$ cat src/hw/opdec_pkg.sv
// Package for the opcode decoder: opcode patterns, extension codes,
// operation enumeration and instruction length figures.
// Assumes a byte-serial instruction stream on one clock.
package opdec_pkg;

  // Full opcode bytes
  localparam logic [7:0] OP_ASCII_SUB_ADJ = 8'h3F;
  localparam logic [7:0] OP_DECIMAL_SUB_ADJ = 8'h2F;
  localparam logic [7:0] OP_ASCII_PROD_ADJ = 8'hD4;
  localparam logic [7:0] OP_ASCII_QUOT_ADJ = 8'hD5;
  localparam logic [7:0] OP_ADJ_BASE = 8'h0A;
  localparam logic [7:0] OP_BYTE_TO_WORD = 8'h98;
  localparam logic [7:0] OP_WORD_TO_DOUBLE = 8'h99;
  localparam logic [7:0] OP_EXIT_NEAR = 8'hC3;
  localparam logic [7:0] OP_EXIT_NEAR_IMM = 8'hC2;
  localparam logic [7:0] OP_EXIT_FAR = 8'hCB;
  localparam logic [7:0] OP_CALL_NEAR = 8'hE8;
  localparam logic [7:0] OP_CALL_FAR = 8'h9A;
  localparam logic [7:0] OP_BRANCH_NEAR = 8'hE9;
  localparam logic [7:0] OP_BRANCH_SHORT = 8'hEB;
  localparam logic [7:0] OP_BRANCH_FAR = 8'hEA;
  localparam logic [7:0] OP_GRP_FF = 8'hFF;

  // Opcodes with the size bit (bit 0) cleared; compare bits 7..1
  localparam logic [6:0] OP7_GRP_F6 = 7'h7B;
  localparam logic [6:0] OP7_TEST_RM = 7'h42;
  localparam logic [6:0] OP7_TEST_ACC = 7'h54;
  localparam logic [6:0] OP7_STR_COPY = 7'h52;
  localparam logic [6:0] OP7_STR_CMP = 7'h53;
  localparam logic [6:0] OP7_STR_SCAN = 7'h57;
  localparam logic [6:0] OP7_STR_LOAD = 7'h56;
  localparam logic [6:0] OP7_STR_STORE = 7'h55;
  localparam logic [6:0] OP7_LOOP_PREFIX = 7'h79;

  // Opcodes with direction and size bits cleared; compare bits 7..2
  localparam logic [5:0] OP6_SHIFT = 6'h34;
  localparam logic [5:0] OP6_OR_RM = 6'h02;
  localparam logic [5:0] OP6_XOR_RM = 6'h0C;

  // Extension field codes (second byte bits 5..3)
  localparam logic [2:0] EXT_0 = 3'h0;
  localparam logic [2:0] EXT_1 = 3'h1;
  localparam logic [2:0] EXT_2 = 3'h2;
  localparam logic [2:0] EXT_3 = 3'h3;
  localparam logic [2:0] EXT_4 = 3'h4;
  localparam logic [2:0] EXT_5 = 3'h5;
  localparam logic [2:0] EXT_6 = 3'h6;
  localparam logic [2:0] EXT_7 = 3'h7;

  // Addressing form meaning register operand
  localparam logic [1:0] MOD_REG = 2'h3;

  // Byte counts of trailing operand bytes
  localparam logic [2:0] LEN_0 = 3'h0;
  localparam logic [2:0] LEN_1 = 3'h1;
  localparam logic [2:0] LEN_2 = 3'h2;
  localparam logic [2:0] LEN_4 = 3'h4;

  // Decoded operations
  typedef enum logic [5:0] {
    OPD_NONE, OPD_ASCII_SUB_ADJUST, OPD_DECIMAL_SUB_ADJUST,
    OPD_PRODUCT_OP, OPD_SIGNED_PRODUCT, OPD_QUOTIENT_OP, OPD_SIGNED_QUOTIENT,
    OPD_MASK_COMPARE_IMM, OPD_INVERT, OPD_ASCII_PRODUCT_ADJUST,
    OPD_ASCII_QUOTIENT_ADJUST, OPD_BYTE_TO_WORD_SIGN_EXTEND,
    OPD_WORD_TO_DOUBLE_SIGN_EXTEND, OPD_ROTATE_LEFT, OPD_ROTATE_RIGHT,
    OPD_CARRY_ROTATE_LEFT, OPD_CARRY_ROTATE_RIGHT, OPD_LEFT_SHIFT,
    OPD_LOGICAL_RIGHT_SHIFT, OPD_ARITH_RIGHT_SHIFT, OPD_OR_RM, OPD_XOR_RM,
    OPD_MASK_COMPARE_RM, OPD_MASK_COMPARE_ACC, OPD_STRING_COPY,
    OPD_STRING_COMPARE, OPD_STRING_SCAN, OPD_STRING_LOAD, OPD_STRING_STORE,
    OPD_SUBROUTINE_EXIT, OPD_SUBROUTINE_EXIT_FAR, OPD_SUBROUTINE_EXIT_IMM,
    OPD_CALL_NEAR, OPD_CALL_FAR, OPD_CALL_INDIRECT_NEAR, OPD_CALL_INDIRECT_FAR,
    OPD_BRANCH_NEAR, OPD_BRANCH_SHORT, OPD_BRANCH_FAR,
    OPD_BRANCH_INDIRECT_NEAR, OPD_BRANCH_INDIRECT_FAR
  } opdec_op_t;

  // Byte-collection states
  typedef enum logic [1:0] {
    OPDEC_ST_OPCODE, OPDEC_ST_MODRM, OPDEC_ST_TRAIL
  } opdec_state_t;

endpackage : opdec_pkg

$ cat src/hw/opdec_top.sv
// Opcode decoder for the arithmetic tail, logic, string and branch groups.
// Takes one instruction byte per valid cycle from the fetch stream on
// i_sys_clk; decodes the opcode, the mode byte and trailing byte counts.
`timescale 1ns/10ps

module opdec_top (
  input wire logic i_sys_clk, // 40 MHz core clock
  input wire logic i_rst_n, // Async reset, active low
  input wire logic i_byte_valid, // Instruction byte present
  input wire logic [7:0] i_byte, // Instruction byte
  output logic o_done, // One-cycle pulse: decode complete
  output opdec_pkg::opdec_op_t o_op, // Decoded operation
  output logic o_word, // Word-sized operation
  output logic o_count_from_reg, // Shift count from count register
  output logic o_repeat, // Repeat prefix applies
  output logic o_repeat_zf, // Prefix low bit for zero flag test
  output logic o_operand_is_reg, // Operand field names a register
  output logic [1:0] o_mod, // Addressing form field
  output logic [2:0] o_reg, // Register/extension field
  output logic [2:0] o_rm, // Operand field
  output logic [2:0] o_trail_len, // Trailing immediate/disp bytes
  output logic o_illegal // Byte not in this decoder's map
);

  opdec_pkg::opdec_state_t state; // Collection state
  logic [7:0] opcode; // Held opcode byte
  logic pend_rep; // Prefix seen, awaiting primitive
  logic pend_z; // Prefix low bit
  logic [2:0] trail_left; // Trailing bytes still to absorb
  logic [2:0] next_trail; // Trailing count from mode byte
  opdec_pkg::opdec_op_t next_op; // Op from first byte
  logic need_modrm; // Opcode takes a mode byte
  logic first_ill; // First byte unknown
  logic [2:0] first_trail; // Trailing count for single-byte opcodes
  opdec_pkg::opdec_op_t modrm_op; // Op from mode byte
  logic modrm_ill; // Mode byte extension not mapped

  // First-byte decode
  always_comb begin
    next_op = opdec_pkg::OPD_NONE;
    need_modrm = 1'b0;
    first_ill = 1'b0;
    first_trail = opdec_pkg::LEN_0;
    if (i_byte == opdec_pkg::OP_ASCII_SUB_ADJ) begin
      next_op = opdec_pkg::OPD_ASCII_SUB_ADJUST;
    end else if (i_byte == opdec_pkg::OP_DECIMAL_SUB_ADJ) begin
      next_op = opdec_pkg::OPD_DECIMAL_SUB_ADJUST;
    end else if (i_byte == opdec_pkg::OP_ASCII_PROD_ADJ ||
                 i_byte == opdec_pkg::OP_ASCII_QUOT_ADJ) begin
      need_modrm = 1'b1; // Second byte checked as base
    end else if (i_byte == opdec_pkg::OP_BYTE_TO_WORD) begin
      next_op = opdec_pkg::OPD_BYTE_TO_WORD_SIGN_EXTEND;
    end else if (i_byte == opdec_pkg::OP_WORD_TO_DOUBLE) begin
      next_op = opdec_pkg::OPD_WORD_TO_DOUBLE_SIGN_EXTEND;
    end else if (i_byte == opdec_pkg::OP_EXIT_NEAR) begin
      next_op = opdec_pkg::OPD_SUBROUTINE_EXIT;
    end else if (i_byte == opdec_pkg::OP_EXIT_FAR) begin
      next_op = opdec_pkg::OPD_SUBROUTINE_EXIT_FAR;
    end else if (i_byte == opdec_pkg::OP_EXIT_NEAR_IMM) begin
      next_op = opdec_pkg::OPD_SUBROUTINE_EXIT_IMM;
      first_trail = opdec_pkg::LEN_2;
    end else if (i_byte == opdec_pkg::OP_CALL_NEAR) begin
      next_op = opdec_pkg::OPD_CALL_NEAR;
      first_trail = opdec_pkg::LEN_2;
    end else if (i_byte == opdec_pkg::OP_CALL_FAR) begin
      next_op = opdec_pkg::OPD_CALL_FAR;
      first_trail = opdec_pkg::LEN_4;
    end else if (i_byte == opdec_pkg::OP_BRANCH_NEAR) begin
      next_op = opdec_pkg::OPD_BRANCH_NEAR;
      first_trail = opdec_pkg::LEN_2;
    end else if (i_byte == opdec_pkg::OP_BRANCH_SHORT) begin
      next_op = opdec_pkg::OPD_BRANCH_SHORT;
      first_trail = opdec_pkg::LEN_1;
    end else if (i_byte == opdec_pkg::OP_BRANCH_FAR) begin
      next_op = opdec_pkg::OPD_BRANCH_FAR;
      first_trail = opdec_pkg::LEN_4;
    end else if (i_byte == opdec_pkg::OP_GRP_FF) begin
      need_modrm = 1'b1; // Indirect call/jump group
    end else if (i_byte[7:1] == opdec_pkg::OP7_GRP_F6 ||
                 i_byte[7:1] == opdec_pkg::OP7_TEST_RM ||
                 i_byte[7:2] == opdec_pkg::OP6_SHIFT ||
                 i_byte[7:2] == opdec_pkg::OP6_OR_RM ||
                 i_byte[7:2] == opdec_pkg::OP6_XOR_RM) begin
      need_modrm = 1'b1;
    end else if (i_byte[7:1] == opdec_pkg::OP7_TEST_ACC) begin
      next_op = opdec_pkg::OPD_MASK_COMPARE_ACC;
      first_trail = i_byte[0] ? opdec_pkg::LEN_2 : opdec_pkg::LEN_1;
    end else if (i_byte[7:1] == opdec_pkg::OP7_STR_COPY) begin
      next_op = opdec_pkg::OPD_STRING_COPY;
    end else if (i_byte[7:1] == opdec_pkg::OP7_STR_CMP) begin
      next_op = opdec_pkg::OPD_STRING_COMPARE;
    end else if (i_byte[7:1] == opdec_pkg::OP7_STR_SCAN) begin
      next_op = opdec_pkg::OPD_STRING_SCAN;
    end else if (i_byte[7:1] == opdec_pkg::OP7_STR_LOAD) begin
      next_op = opdec_pkg::OPD_STRING_LOAD;
    end else if (i_byte[7:1] == opdec_pkg::OP7_STR_STORE) begin
      next_op = opdec_pkg::OPD_STRING_STORE;
    end else if (i_byte[7:1] != opdec_pkg::OP7_LOOP_PREFIX) begin
      first_ill = 1'b1; // Outside this decoder's map
    end
  end

  // Mode-byte decode, using the held opcode
  always_comb begin
    modrm_op = opdec_pkg::OPD_NONE;
    modrm_ill = 1'b0;
    next_trail = opdec_pkg::LEN_0;
    if (opcode == opdec_pkg::OP_ASCII_PROD_ADJ) begin
      modrm_op = opdec_pkg::OPD_ASCII_PRODUCT_ADJUST;
      modrm_ill = (i_byte != opdec_pkg::OP_ADJ_BASE);
    end else if (opcode == opdec_pkg::OP_ASCII_QUOT_ADJ) begin
      modrm_op = opdec_pkg::OPD_ASCII_QUOTIENT_ADJUST;
      modrm_ill = (i_byte != opdec_pkg::OP_ADJ_BASE);
    end else if (opcode == opdec_pkg::OP_GRP_FF) begin
      unique case (i_byte[5:3])
        opdec_pkg::EXT_2: modrm_op = opdec_pkg::OPD_CALL_INDIRECT_NEAR;
        opdec_pkg::EXT_3: modrm_op = opdec_pkg::OPD_CALL_INDIRECT_FAR;
        opdec_pkg::EXT_4: modrm_op = opdec_pkg::OPD_BRANCH_INDIRECT_NEAR;
        opdec_pkg::EXT_5: modrm_op = opdec_pkg::OPD_BRANCH_INDIRECT_FAR;
        default: modrm_ill = 1'b1; // Other extensions belong elsewhere
      endcase
    end else if (opcode[7:1] == opdec_pkg::OP7_GRP_F6) begin
      unique case (i_byte[5:3])
        opdec_pkg::EXT_0: begin
          modrm_op = opdec_pkg::OPD_MASK_COMPARE_IMM;
          next_trail = opcode[0] ? opdec_pkg::LEN_2 : opdec_pkg::LEN_1;
        end
        opdec_pkg::EXT_2: modrm_op = opdec_pkg::OPD_INVERT;
        opdec_pkg::EXT_4: modrm_op = opdec_pkg::OPD_PRODUCT_OP;
        opdec_pkg::EXT_5: modrm_op = opdec_pkg::OPD_SIGNED_PRODUCT;
        opdec_pkg::EXT_6: modrm_op = opdec_pkg::OPD_QUOTIENT_OP;
        opdec_pkg::EXT_7: modrm_op = opdec_pkg::OPD_SIGNED_QUOTIENT;
        default: modrm_ill = 1'b1; // Negate and reserved not covered
      endcase
    end else if (opcode[7:2] == opdec_pkg::OP6_SHIFT) begin
      unique case (i_byte[5:3])
        opdec_pkg::EXT_0: modrm_op = opdec_pkg::OPD_ROTATE_LEFT;
        opdec_pkg::EXT_1: modrm_op = opdec_pkg::OPD_ROTATE_RIGHT;
        opdec_pkg::EXT_2: modrm_op = opdec_pkg::OPD_CARRY_ROTATE_LEFT;
        opdec_pkg::EXT_3: modrm_op = opdec_pkg::OPD_CARRY_ROTATE_RIGHT;
        opdec_pkg::EXT_4: modrm_op = opdec_pkg::OPD_LEFT_SHIFT;
        opdec_pkg::EXT_5: modrm_op = opdec_pkg::OPD_LOGICAL_RIGHT_SHIFT;
        opdec_pkg::EXT_7: modrm_op = opdec_pkg::OPD_ARITH_RIGHT_SHIFT;
        default: modrm_ill = 1'b1; // Extension 110 unmapped
      endcase
    end else if (opcode[7:2] == opdec_pkg::OP6_OR_RM) begin
      modrm_op = opdec_pkg::OPD_OR_RM;
    end else if (opcode[7:2] == opdec_pkg::OP6_XOR_RM) begin
      modrm_op = opdec_pkg::OPD_XOR_RM;
    end else begin
      modrm_op = opdec_pkg::OPD_MASK_COMPARE_RM;
    end
  end

  // Byte collection sequence
  always_ff @(posedge i_sys_clk or negedge i_rst_n) begin
    if (!i_rst_n) begin
      state <= opdec_pkg::OPDEC_ST_OPCODE;
      opcode <= 8'h00;
      trail_left <= opdec_pkg::LEN_0;
    end else if (i_byte_valid) begin
      unique case (state)
        opdec_pkg::OPDEC_ST_OPCODE: begin
          opcode <= i_byte;
          trail_left <= first_trail;
          if (need_modrm) begin
            state <= opdec_pkg::OPDEC_ST_MODRM;
          end else if (!first_ill && first_trail != opdec_pkg::LEN_0) begin
            state <= opdec_pkg::OPDEC_ST_TRAIL; // Absorb immediates
          end
        end
        opdec_pkg::OPDEC_ST_MODRM: begin
          trail_left <= next_trail;
          if (!modrm_ill && next_trail != opdec_pkg::LEN_0) begin
            state <= opdec_pkg::OPDEC_ST_TRAIL;
          end else begin
            state <= opdec_pkg::OPDEC_ST_OPCODE;
          end
        end
        opdec_pkg::OPDEC_ST_TRAIL: begin
          trail_left <= trail_left - opdec_pkg::LEN_1;
          if (trail_left == opdec_pkg::LEN_1) begin
            state <= opdec_pkg::OPDEC_ST_OPCODE;
          end
        end
      endcase
    end
  end

  // Repeat prefix latch, consumed by the next opcode
  always_ff @(posedge i_sys_clk or negedge i_rst_n) begin
    if (!i_rst_n) begin
      pend_rep <= 1'b0;
      pend_z <= 1'b0;
    end else if (i_byte_valid && state == opdec_pkg::OPDEC_ST_OPCODE) begin
      pend_rep <= (i_byte[7:1] == opdec_pkg::OP7_LOOP_PREFIX);
      // Only a prefix arms the zero-flag bit; other opcodes clear it
      pend_z <= i_byte[0] & (i_byte[7:1] == opdec_pkg::OP7_LOOP_PREFIX);
    end
  end

  // Result registers; done pulses once the op is known
  always_ff @(posedge i_sys_clk or negedge i_rst_n) begin
    if (!i_rst_n) begin
      o_done <= 1'b0;
      o_op <= opdec_pkg::OPD_NONE;
      o_word <= 1'b0;
      o_count_from_reg <= 1'b0;
      o_repeat <= 1'b0;
      o_repeat_zf <= 1'b0;
      o_operand_is_reg <= 1'b0;
      o_mod <= 2'h0;
      o_reg <= 3'h0;
      o_rm <= 3'h0;
      o_trail_len <= 3'h0;
      o_illegal <= 1'b0;
    end else begin
      o_done <= 1'b0;
      o_illegal <= 1'b0;
      if (i_byte_valid && state == opdec_pkg::OPDEC_ST_OPCODE &&
          !need_modrm && i_byte[7:1] != opdec_pkg::OP7_LOOP_PREFIX) begin
        o_done <= ~first_ill;
        o_illegal <= first_ill;
        o_op <= next_op;
        o_word <= i_byte[0];
        o_count_from_reg <= 1'b0;
        o_repeat <= pend_rep;
        o_repeat_zf <= pend_z;
        o_operand_is_reg <= 1'b0;
        o_mod <= 2'h0;
        o_reg <= 3'h0;
        o_rm <= 3'h0;
        o_trail_len <= first_trail;
      end else if (i_byte_valid && state == opdec_pkg::OPDEC_ST_MODRM) begin
        o_done <= ~modrm_ill;
        o_illegal <= modrm_ill;
        o_op <= modrm_op;
        o_word <= opcode[0];
        o_count_from_reg <= (opcode[7:2] == opdec_pkg::OP6_SHIFT) & opcode[1];
        o_repeat <= 1'b0;
        o_repeat_zf <= 1'b0;
        o_operand_is_reg <= (i_byte[7:6] == opdec_pkg::MOD_REG);
        o_mod <= i_byte[7:6];
        o_reg <= i_byte[5:3];
        o_rm <= i_byte[2:0];
        o_trail_len <= next_trail;
      end
    end
  end

  // Checks
  a_sub_adjust: assert property (@(posedge i_sys_clk) disable iff (!i_rst_n)
    i_byte_valid && state == opdec_pkg::OPDEC_ST_OPCODE &&
    i_byte == opdec_pkg::OP_ASCII_SUB_ADJ |=>
    o_done && o_op == opdec_pkg::OPD_ASCII_SUB_ADJUST && o_trail_len == opdec_pkg::LEN_0)
    else $error("ascii subtract adjust misdecoded");
  a_dec_adjust: assert property (@(posedge i_sys_clk) disable iff (!i_rst_n)
    i_byte_valid && state == opdec_pkg::OPDEC_ST_OPCODE &&
    i_byte == opdec_pkg::OP_DECIMAL_SUB_ADJ |=>
    o_done && o_op == opdec_pkg::OPD_DECIMAL_SUB_ADJUST)
    else $error("decimal subtract adjust misdecoded");
  a_product_signed: assert property (@(posedge i_sys_clk) disable iff (!i_rst_n)
    i_byte_valid && state == opdec_pkg::OPDEC_ST_MODRM &&
    opcode[7:1] == opdec_pkg::OP7_GRP_F6 && i_byte[5:3] == opdec_pkg::EXT_5 |=>
    o_op == opdec_pkg::OPD_SIGNED_PRODUCT)
    else $error("signed multiply misdecoded");
  a_div_unsigned: assert property (@(posedge i_sys_clk) disable iff (!i_rst_n)
    i_byte_valid && state == opdec_pkg::OPDEC_ST_MODRM &&
    opcode[7:1] == opdec_pkg::OP7_GRP_F6 && i_byte[5:3] == opdec_pkg::EXT_6 |=>
    o_op == opdec_pkg::OPD_QUOTIENT_OP)
    else $error("unsigned divide misdecoded");
  a_test_imm_len: assert property (@(posedge i_sys_clk) disable iff (!i_rst_n)
    o_done && o_op == opdec_pkg::OPD_MASK_COMPARE_IMM |->
    o_trail_len == (o_word ? opdec_pkg::LEN_2 : opdec_pkg::LEN_1))
    else $error("test immediate length wrong");
  // A bad base byte after the multiply adjust must not decode
  a_adjust_pair: assert property (@(posedge i_sys_clk) disable iff (!i_rst_n)
    i_byte_valid && state == opdec_pkg::OPDEC_ST_MODRM &&
    opcode == opdec_pkg::OP_ASCII_PROD_ADJ && i_byte != opdec_pkg::OP_ADJ_BASE |=>
    o_illegal && !o_done)
    else $error("multiply adjust base byte not checked");
  a_quot_adjust: assert property (@(posedge i_sys_clk) disable iff (!i_rst_n)
    i_byte_valid && state == opdec_pkg::OPDEC_ST_MODRM &&
    opcode == opdec_pkg::OP_ASCII_QUOT_ADJ && i_byte == opdec_pkg::OP_ADJ_BASE |=>
    o_done && o_op == opdec_pkg::OPD_ASCII_QUOTIENT_ADJUST)
    else $error("divide adjust misdecoded");
  a_sign_extend: assert property (@(posedge i_sys_clk) disable iff (!i_rst_n)
    i_byte_valid && state == opdec_pkg::OPDEC_ST_OPCODE &&
    i_byte == opdec_pkg::OP_WORD_TO_DOUBLE |=>
    o_done && o_op == opdec_pkg::OPD_WORD_TO_DOUBLE_SIGN_EXTEND)
    else $error("word sign extend misdecoded");
  a_arith_shift: assert property (@(posedge i_sys_clk) disable iff (!i_rst_n)
    i_byte_valid && state == opdec_pkg::OPDEC_ST_MODRM &&
    opcode[7:2] == opdec_pkg::OP6_SHIFT && i_byte[5:3] == opdec_pkg::EXT_7 |=>
    o_done && o_op == opdec_pkg::OPD_ARITH_RIGHT_SHIFT)
    else $error("arithmetic right shift misdecoded");
  a_xor_form: assert property (@(posedge i_sys_clk) disable iff (!i_rst_n)
    i_byte_valid && state == opdec_pkg::OPDEC_ST_MODRM &&
    opcode[7:2] == opdec_pkg::OP6_XOR_RM |=>
    o_done && o_op == opdec_pkg::OPD_XOR_RM && o_reg == $past(i_byte[5:3]))
    else $error("exclusive or form misdecoded");
  a_test_acc_len: assert property (@(posedge i_sys_clk) disable iff (!i_rst_n)
    i_byte_valid && state == opdec_pkg::OPDEC_ST_OPCODE &&
    i_byte[7:1] == opdec_pkg::OP7_TEST_ACC |=> o_op == opdec_pkg::OPD_MASK_COMPARE_ACC &&
    o_trail_len == (o_word ? opdec_pkg::LEN_2 : opdec_pkg::LEN_1))
    else $error("accumulator test length wrong");
  a_shift_count: assert property (@(posedge i_sys_clk) disable iff (!i_rst_n)
    i_byte_valid && state == opdec_pkg::OPDEC_ST_MODRM &&
    opcode[7:2] == opdec_pkg::OP6_SHIFT |=>
    o_count_from_reg == $past(opcode[1]))
    else $error("shift count source wrong");
  a_repeat_prefix: assert property (@(posedge i_sys_clk) disable iff (!i_rst_n)
    i_byte_valid && state == opdec_pkg::OPDEC_ST_OPCODE &&
    i_byte[7:1] == opdec_pkg::OP7_LOOP_PREFIX ##1
    i_byte_valid && i_byte[7:1] == opdec_pkg::OP7_STR_CMP |=>
    o_repeat && o_op == opdec_pkg::OPD_STRING_COMPARE)
    else $error("repeat prefix lost");
  a_exit_imm_len: assert property (@(posedge i_sys_clk) disable iff (!i_rst_n)
    i_byte_valid && state == opdec_pkg::OPDEC_ST_OPCODE &&
    i_byte == opdec_pkg::OP_EXIT_NEAR_IMM |=>
    o_trail_len == opdec_pkg::LEN_2 ##0 state == opdec_pkg::OPDEC_ST_TRAIL)
    else $error("return immediate length wrong");
  // Swallowed immediates never raise an answer
  a_trail_quiet: assert property (@(posedge i_sys_clk) disable iff (!i_rst_n)
    i_byte_valid && state == opdec_pkg::OPDEC_ST_TRAIL |=> !o_done && !o_illegal)
    else $error("trailing byte answered");
  a_far_call_len: assert property (@(posedge i_sys_clk) disable iff (!i_rst_n)
    i_byte_valid && state == opdec_pkg::OPDEC_ST_OPCODE &&
    i_byte == opdec_pkg::OP_CALL_FAR |=>
    o_done && o_op == opdec_pkg::OPD_CALL_FAR && o_trail_len == opdec_pkg::LEN_4)
    else $error("far call length wrong");
  a_short_branch: assert property (@(posedge i_sys_clk) disable iff (!i_rst_n)
    i_byte_valid && state == opdec_pkg::OPDEC_ST_OPCODE &&
    i_byte == opdec_pkg::OP_BRANCH_SHORT |=>
    o_op == opdec_pkg::OPD_BRANCH_SHORT && o_trail_len == opdec_pkg::LEN_1)
    else $error("short branch length wrong");
  a_reg_operand: assert property (@(posedge i_sys_clk) disable iff (!i_rst_n)
    o_done |-> o_operand_is_reg == (o_mod == opdec_pkg::MOD_REG))
    else $error("register operand flag wrong");

  c_far_call: cover property (@(posedge i_sys_clk) o_done && o_op == opdec_pkg::OPD_CALL_FAR);
  c_repeat_scan: cover property (@(posedge i_sys_clk) o_done && o_repeat &&
    o_op == opdec_pkg::OPD_STRING_SCAN);
  c_prod_adj: cover property (@(posedge i_sys_clk) o_op == opdec_pkg::OPD_ASCII_PRODUCT_ADJUST);
  c_illegal: cover property (@(posedge i_sys_clk) o_illegal);

endmodule : opdec_top

$ cat config.mk
export PLATFORM = sky130hd
export DESIGN_NAME = opdec_top
export DESIGN_NICKNAME = d
export VERILOG_FILES = /design/src/hw/opdec_pkg.sv /design/src/hw/opdec_top.sv
export SDC_FILE = /design/constraint.sdc
export NUM_CORES = 1
export LEC_CHECK = 0
export BUFFER_PORTS_ARGS = -buffer_cell sky130_fd_sc_hd__buf_2
export CORE_ASPECT_RATIO = 0.7
export CORE_MARGIN = 1.5
export CORE_UTILIZATION = 40
export DETAILED_ROUTE_END_ITERATION = 12
export GPL_TIMING_DRIVEN = 0
export PLACE_DENSITY_LB_ADDON = 0.3
export SYNTH_ARGS = -nofsm -noshare
export SYNTH_HDL_FRONTEND = slang
export SYNTH_SLANG_ARGS = --single-unit
$ cat constraint.sdc
create_clock -name i_sys_clk -period 2.05 [get_ports i_sys_clk]
set_clock_uncertainty 0.15 [all_clocks]
set_input_delay 0.205 -clock i_sys_clk [delete_from_list [all_inputs] [get_ports i_sys_clk]]
set_output_delay 0.205 -clock i_sys_clk [all_outputs]
set_load 0.1 [all_outputs]
Yosys cells after proc, flatten, opt, wreduce, memory -nomap -nowiden
Index checks and enable logic that the tools add are counted.

storage, ports and cells
  register bits = 39
  word-level logic and storage cells = 223
  input bits = 11

operators by class
  equal/unequal tests = 49
  muxes and demuxes = 128
  bitwise logic cells = 4
  reduce and logical (&&, ||, !) cells = 24
  $add $sub $neg = 1

operators by type and width
  cell                                                                     number
  8-bit == test, second input constant                                     16
  6-bit two-way mux                                                        20
  7-bit == test, second input constant                                     10
  1-bit two-way mux                                                        58
  3-bit two-way mux                                                        19
  5-bit two-way mux                                                        8
  2-bit two-way mux                                                        18
  5-bit one-hot mux with 7 select lines                                    1
  4-bit one-hot mux with 6 select lines                                    1
  6-bit one-hot mux with 4 select lines                                    1
  8-bit by 6-bit == test with 1-bit output, second input constant          2
  3-bit == test, second input constant                                     4
  6-bit by 2-bit == test with 1-bit output, second input constant          2
  6-bit by 4-bit == test with 1-bit output, second input constant          2
  6-bit == test, second input constant                                     2
  3-bit one-hot mux with 3 select lines                                    1
  8-bit by 4-bit inequality test with 1-bit output, second input constant  1
  7-bit inequality test, second input constant                             1
  7-bit OR reduction                                                       1
  3-bit by 1-bit == test with 1-bit output, second input constant          2
  3-bit by 2-bit == test with 1-bit output, second input constant          2
  1-bit logical AND                                                        6
  2-bit one-hot mux with 3 select lines                                    1
  3-bit nonzero test                                                       2
  16 further kinds                                                         25

Longest topological paths before layout
  word-level depth = 28
  mapped depth = 9
  depth with buffers taken out = 7

Least setup slack after synthesis
No wires, ideal clock.

  path kind = input-to-reg
  start = input port i_byte[5]
  end = register o_op[2]
  data arrival time = 1.628 ns
  setup time = 0.125 ns
  buffers on the path = 2
  setup slack = 0.147 ns
  stages on the path = 7
  path through = buf_2 > and3b_1 > o21a_1 > a311oi_2 > and2_1 > buf_6 > mux2_2

between the ends
  longest elaborated chain between the ends = 24
  elaborated cells between the ends (all ways) = 90

RTL lines
  what                                                                    line              source
  from (decl)                                                             opdec_top.sv:10   input wire logic [7:0] i_byte,
  parallel branches: the longest is 24 deep, another holds 7-bit == test  --
  to (signal assigned)                                                    opdec_top.sv:206  o_op <= opdec_pkg::OPD_NONE;
  to (signal assigned)                                                    opdec_top.sv:224  o_op <= next_op;
  to (signal assigned)                                                    opdec_top.sv:237  o_op <= modrm_op;
  to (decl)                                                               opdec_top.sv:12   output opdec_pkg::opdec_op_t o_op,

Several ways; the timed one is not identified. The select of a mux whose other input is x is not followed.
A chain may end at the register's enable or synchronous reset.

Worst setup path in the final report
  start = register opcode[5]
  end = register o_op[1]

between the ends
  longest elaborated chain between the ends = 10
  elaborated cells between the ends (all ways) = 16

RTL lines
  what                                      line              source
  from (decl)                               opdec_top.sv:26   logic [7:0] opcode;
  from (signal assigned)                    opdec_top.sv:164  opcode <= i_byte;
  6-bit by 4-bit == test with 1-bit output  opdec_top.sv:148  end else if (opcode[7:2] == opdec_pkg::OP6_XOR_RM) begin
  2-bit two-way mux                         opdec_top.sv:148
  2-bit two-way mux                         opdec_top.sv:146  end else if (opcode[7:2] == opdec_pkg::OP6_OR_RM) begin
  6-bit two-way mux                         opdec_top.sv:135  end else if (opcode[7:2] == opdec_pkg::OP6_SHIFT) begin
  6-bit two-way mux                         opdec_top.sv:122  end else if (opcode[7:1] == opdec_pkg::OP7_GRP_F6) begin
  6-bit two-way mux                         opdec_top.sv:114  end else if (opcode == opdec_pkg::OP_GRP_FF) begin
  6-bit two-way mux                         opdec_top.sv:111  end else if (opcode == opdec_pkg::OP_ASCII_QUOT_ADJ) begin
  6-bit two-way mux (*)                     opdec_top.sv:108  if (opcode == opdec_pkg::OP_ASCII_PROD_ADJ) begin
  6-bit two-way mux (*)                     opdec_top.sv:234  end else if (i_byte_valid && state == opdec_pkg::OPDEC_ST_MODRM) begin
  6-bit two-way mux (*)                     opdec_top.sv:220  if (i_byte_valid && state == opdec_pkg::OPDEC_ST_OPCODE &&

Every way passes the cells marked *; elsewhere a longest branch is shown, timed or not. The select of a mux whose other input is x is not followed.

==> flow_metrics.env <==
export IMPL_setup_violations=1
export IMPL_critical_path_max_stage_delay_ps=510
export IMPL_via_per_inst=5.88
export IMPL_class_of_the_tightest_hold_or_removal_check="primary input to register"
export IMPL_clockPowerShare=0.163
export IMPL_start_util=0.422
export IMPL_critPathKind="register to register"
export IMPL_timing_critical_path_cells="or3b_2, a2111oi_4, a221oi_2, o221ai_1, a22oi_1"
export IMPL_tritoncts_num_buffers=5
export IMPL_global_route_usage_met1=0.360
export IMPL_timing_final_crit_share=1.01
export IMPL_tritoncts="built"
export IMPL_cts_clk_slew_worst_paths_ps=90
export IMPL_drt_iter0_markers=254
export IMPL_vias=2610
export IMPL_postRouteWirelength_mm=8.01
export IMPL_worst_setup_path_start_kind="register"
export IMPL_synth_edff_count=0
export IMPL_total_switching_power_w=0.00213
export IMPL_post_synth_top_area_share=0.363
export IMPL_violations="negative setup slack"
export IMPL_worst_endpoint_arrival_ps=2090
export IMPL_die_h_um=71.6
export IMPL_drv_cap=0
export IMPL_syn_inst=310
export IMPL_syn_to_final_growth_pct=18.2
export IMPL_drive_above_1_share=0.252
export IMPL_intPower_w=0.00200
export IMPL_grt_first_pass_wirelength_mm=12.7
export IMPL_post_synth_cell_area_avg_sq_um=8.67
export IMPL_number_of_fillers_in_the_final_layout=647
export IMPL_antennaDiodeCount=0
export IMPL_htree_levels=2
export IMPL_initial_antenna_violation_count=0
export IMPL_global_route_overflow_total=0
export IMPL_global_route_usage_total=0.229
export IMPL_seq_power_share=0.300
export IMPL_die_width_um=101
export IMPL_antenna_left=0
export IMPL_grt_use_met2=0.314
export IMPL_crit_family="compound AO/OA/AOI/OAI gates"
export IMPL_die_area_sq_um=7220
export IMPL_drv_slew=0
export IMPL_core_area_sq_um=6370
export IMPL_cts_root_buf="clkbuf_8"
export IMPL_netlist_area_sq_um=2690
export IMPL_io_buffers=31
export IMPL_setup_slack_ps=-11.7
export IMPL_area_post_placement_sq_um=2960
export IMPL_netlist_cell_type_count=60
export IMPL_synthArstFlopShare=1.00
export IMPL_proportion_of_total_power_due_to_net_switching=0.517
export IMPL_synth_commonest_cells="39 x dfrtp_1, 39 x nand2_1, 19 x a21oi_1"
export IMPL_seq_total_area_yosys=0.363
export IMPL_clock_sink_count=39
export IMPL_static_leakage_power_nw=1.39
export IMPL_drt_drc_violations_left=0
export IMPL_timing_hold_violations_final=0
export IMPL_power_per_cell_area_nw_per_um2=1300
export IMPL_largest_registers="opcode x8, o_op x6"
export IMPL_busiest_grt_layer="met1"
export IMPL_timing_critical_path_slowest_stage_cell="or3b_2"
export IMPL_dpl_hpwl_mm=5.85
export IMPL_run_status="finished, violations left"
export IMPL_registers_top_by_ff_count="opcode"
export IMPL_final_area_sq_um=3180
export IMPL_largest_reg_flops=8
export IMPL_postSynth_topFlopCell="dfrtp_1"
export IMPL_io_pins=35
export IMPL_number_of_buffers_and_inverters_on_the_critical_path=0
export IMPL_weighted_congestion_reported_at_the_end_of_routability_driven_placement=0.934
export IMPL_utilization=0.499
export IMPL_layout_nets=368
export IMPL_placementRows=24
export IMPL_combPwrFrac=0.536
export IMPL_netlist_top_cells_area="dfrtp_1 36%, nand2_1 5.4%, a21oi_1 3.5%, mux2i_1 3.4%, mux2_2 3.4%"
export IMPL_layout_min_cycle_time_ps=2060
export IMPL_postSynthRegisterBits=39
export IMPL_largest_net_degree_at_the_start_of_global_routing=40
export IMPL_synth_largest_area_cell="dfrtp_1"
export IMPL_synthesis_nets=326
export IMPL_worst_slew_pin_transition_ps=874
export IMPL_cts_max_path_buffers=2
export IMPL_max_vdd_ir_drop_mv=0.603
export IMPL_critical_path_required_ps=2080
export IMPL_clk_latency_ps=310
export IMPL_grt_pass1_vias=2414
export IMPL_max_slew_margin_rel=0.417
export IMPL_drt_pass1_iter_count=5
export IMPL_end_kind="register"
export IMPL_max_clock_freq_mhz=485
export IMPL_post_drt_wl_per_cell_um=18.0
export IMPL_yosysWarningCount=0
export IMPL_critical_path_max_fanout=6
export IMPL_global_route_usage_met3=0.0546
==> path summary, 6_finish.rpt <==
kind                                 from        end  slack (ps)  cells past startpoint
max in group asynchronous         i_rst_n  opcode[2]         750                      2
min in group asynchronous         i_rst_n     pend_z         400                      2
worst max register to register  opcode[5]    o_op[1]         -10                      5
worst max-delay path            opcode[5]    o_op[1]         -10                      5
worst min-delay path            i_byte[2]    o_rm[2]         210                      4
worst min register to register     pend_z     pend_z         360                      2
==> routing by layer <==
| metal | wire length (um) | up-vias |
|---|---|---|
| li1 | - | 1216 |
| met1 | 3810 | 1256 |
| met2 | 3250 | 129 |
| met3 | 855 | 9 |
| met4 | 98 | 0 |
| met5 | 0 | - |
==> power groups by stage <==
stage / sequential [W] / clock [W] / combinational [W]
2_1_floorplan: 0.00198 / 0 / 0.000901
3_3_place_gp: 0.00121 / 0 / 0.00207
3_5_place_dp: 0.00122 / 0 / 0.00209
4_1_cts: 0.00122 / 0.000681 / 0.00212
5_1_grt: 0.00127 / 0.000709 / 0.00237
6_report: 0.00124 / 0.000674 / 0.00221
==> kinds of logic (layout without fill, tap and decap cells) <==
| family | after synthesis | count (layout) | share of synthesized area |
|---|---|---|---|
| fa+ha+maj | 5 | 5 | 0.0233 |
| buf+inv | 40 | 83 | 0.0759 |
| mux | 17 | 17 | 0.0671 |
| simple gates | 120 | 120 | 0.239 |
| xor+xnor | 3 | 3 | 0.00978 |
| compound gates | 86 | 86 | 0.222 |
| flops | 39 | 39 | 0.363 |
==> placed cells by master (no fill, tap or decap), types with 3 or more instances in the layout <==
master / Yosys / layout
o221ai_1: 3 / 3
o32ai_1: 3 / 3
nor2b_1: 7 / 6
clkbuf_2: 0 / 4
nand2b_1: 7 / 7
nand3b_1: 3 / 3
and3_1: 6 / 6
a22o_1: 4 / 4
clkbuf_8: 0 / 5
inv_1: 12 / 11
mux2i_1: 9 / 9
a22oi_1: 4 / 4
o21ai_1: 4 / 4
a31oi_1: 5 / 5
buf_4: 1 / 5
mux2_2: 8 / 8
and2_1: 4 / 4
ha_1: 5 / 4
nor3b_1: 3 / 3
clkbuf_1: 12 / 7
nor3_1: 4 / 4
o31ai_1: 4 / 4
dfrtp_2: 0 / 4
nor4_1: 6 / 6
nand2_1: 39 / 38
buf_6: 5 / 5
buf_2: 10 / 40
a21oi_1: 19 / 19
a21o_1: 3 / 3
nor2_1: 9 / 9
nand4_1: 3 / 3
nand3_1: 16 / 16
dfrtp_1: 39 / 35
o21ai_0: 14 / 14
==> per-stage QoR <==
step | setup WS, ps | setup TNS [ps] | instances | hold WS, ps | total power, W
2_1_floorplan | 147 | 0 | 310 | -241 | 0.00288
3_3_place_gp | -265 | -4140 | 432 | 220 | 0.00328
3_5_place_dp | -262 | -4240 | 432 | 226 | 0.00331
4_1_cts | 14.4 | 0 | 441 | 183 | 0.00402
5_1_grt | -49.1 | -54.5 | 444 | 239 | 0.00435
6_report | -11.7 | -11.7 | 444 | 208 | 0.00413
==> worst reg2reg max path: stages, from the launching register on <==
cell	delay [ps]
dfrtp_2	440
or3b_2	510
a2111oi_4	430
a221oi_2	80
o221ai_1	220
a22oi_1	120
==> timing repair <==
| action | 4_1_cts | 5_1_grt |
|---|---|---|
| endpoints found under the hold margin | 39 | 0 |
| gates resized for setup | 8 | 14 |
| setup buffers | 0 | 4 |
| pin swaps | 1 | 2 |
| endpoints found under the setup margin | 19 | 23 |
| hold buffers | 1 | 0 |
| gates cloned | 0 | 0 |
==> layout make-up <==
cell class,instances,area [sq um],area share
plain buffers,27,163,0.0512
clock buffers,5,68.8,0.0217
clock inverters,3,43.8,0.0138
multi-input cells,231,1570,0.493
flip-flops and latches,39,981,0.309
repair buffers,36,195,0.0615
inverters,12,45.0,0.0142
well taps,91,114,0.0359
(Power assumes the default switching activity.)
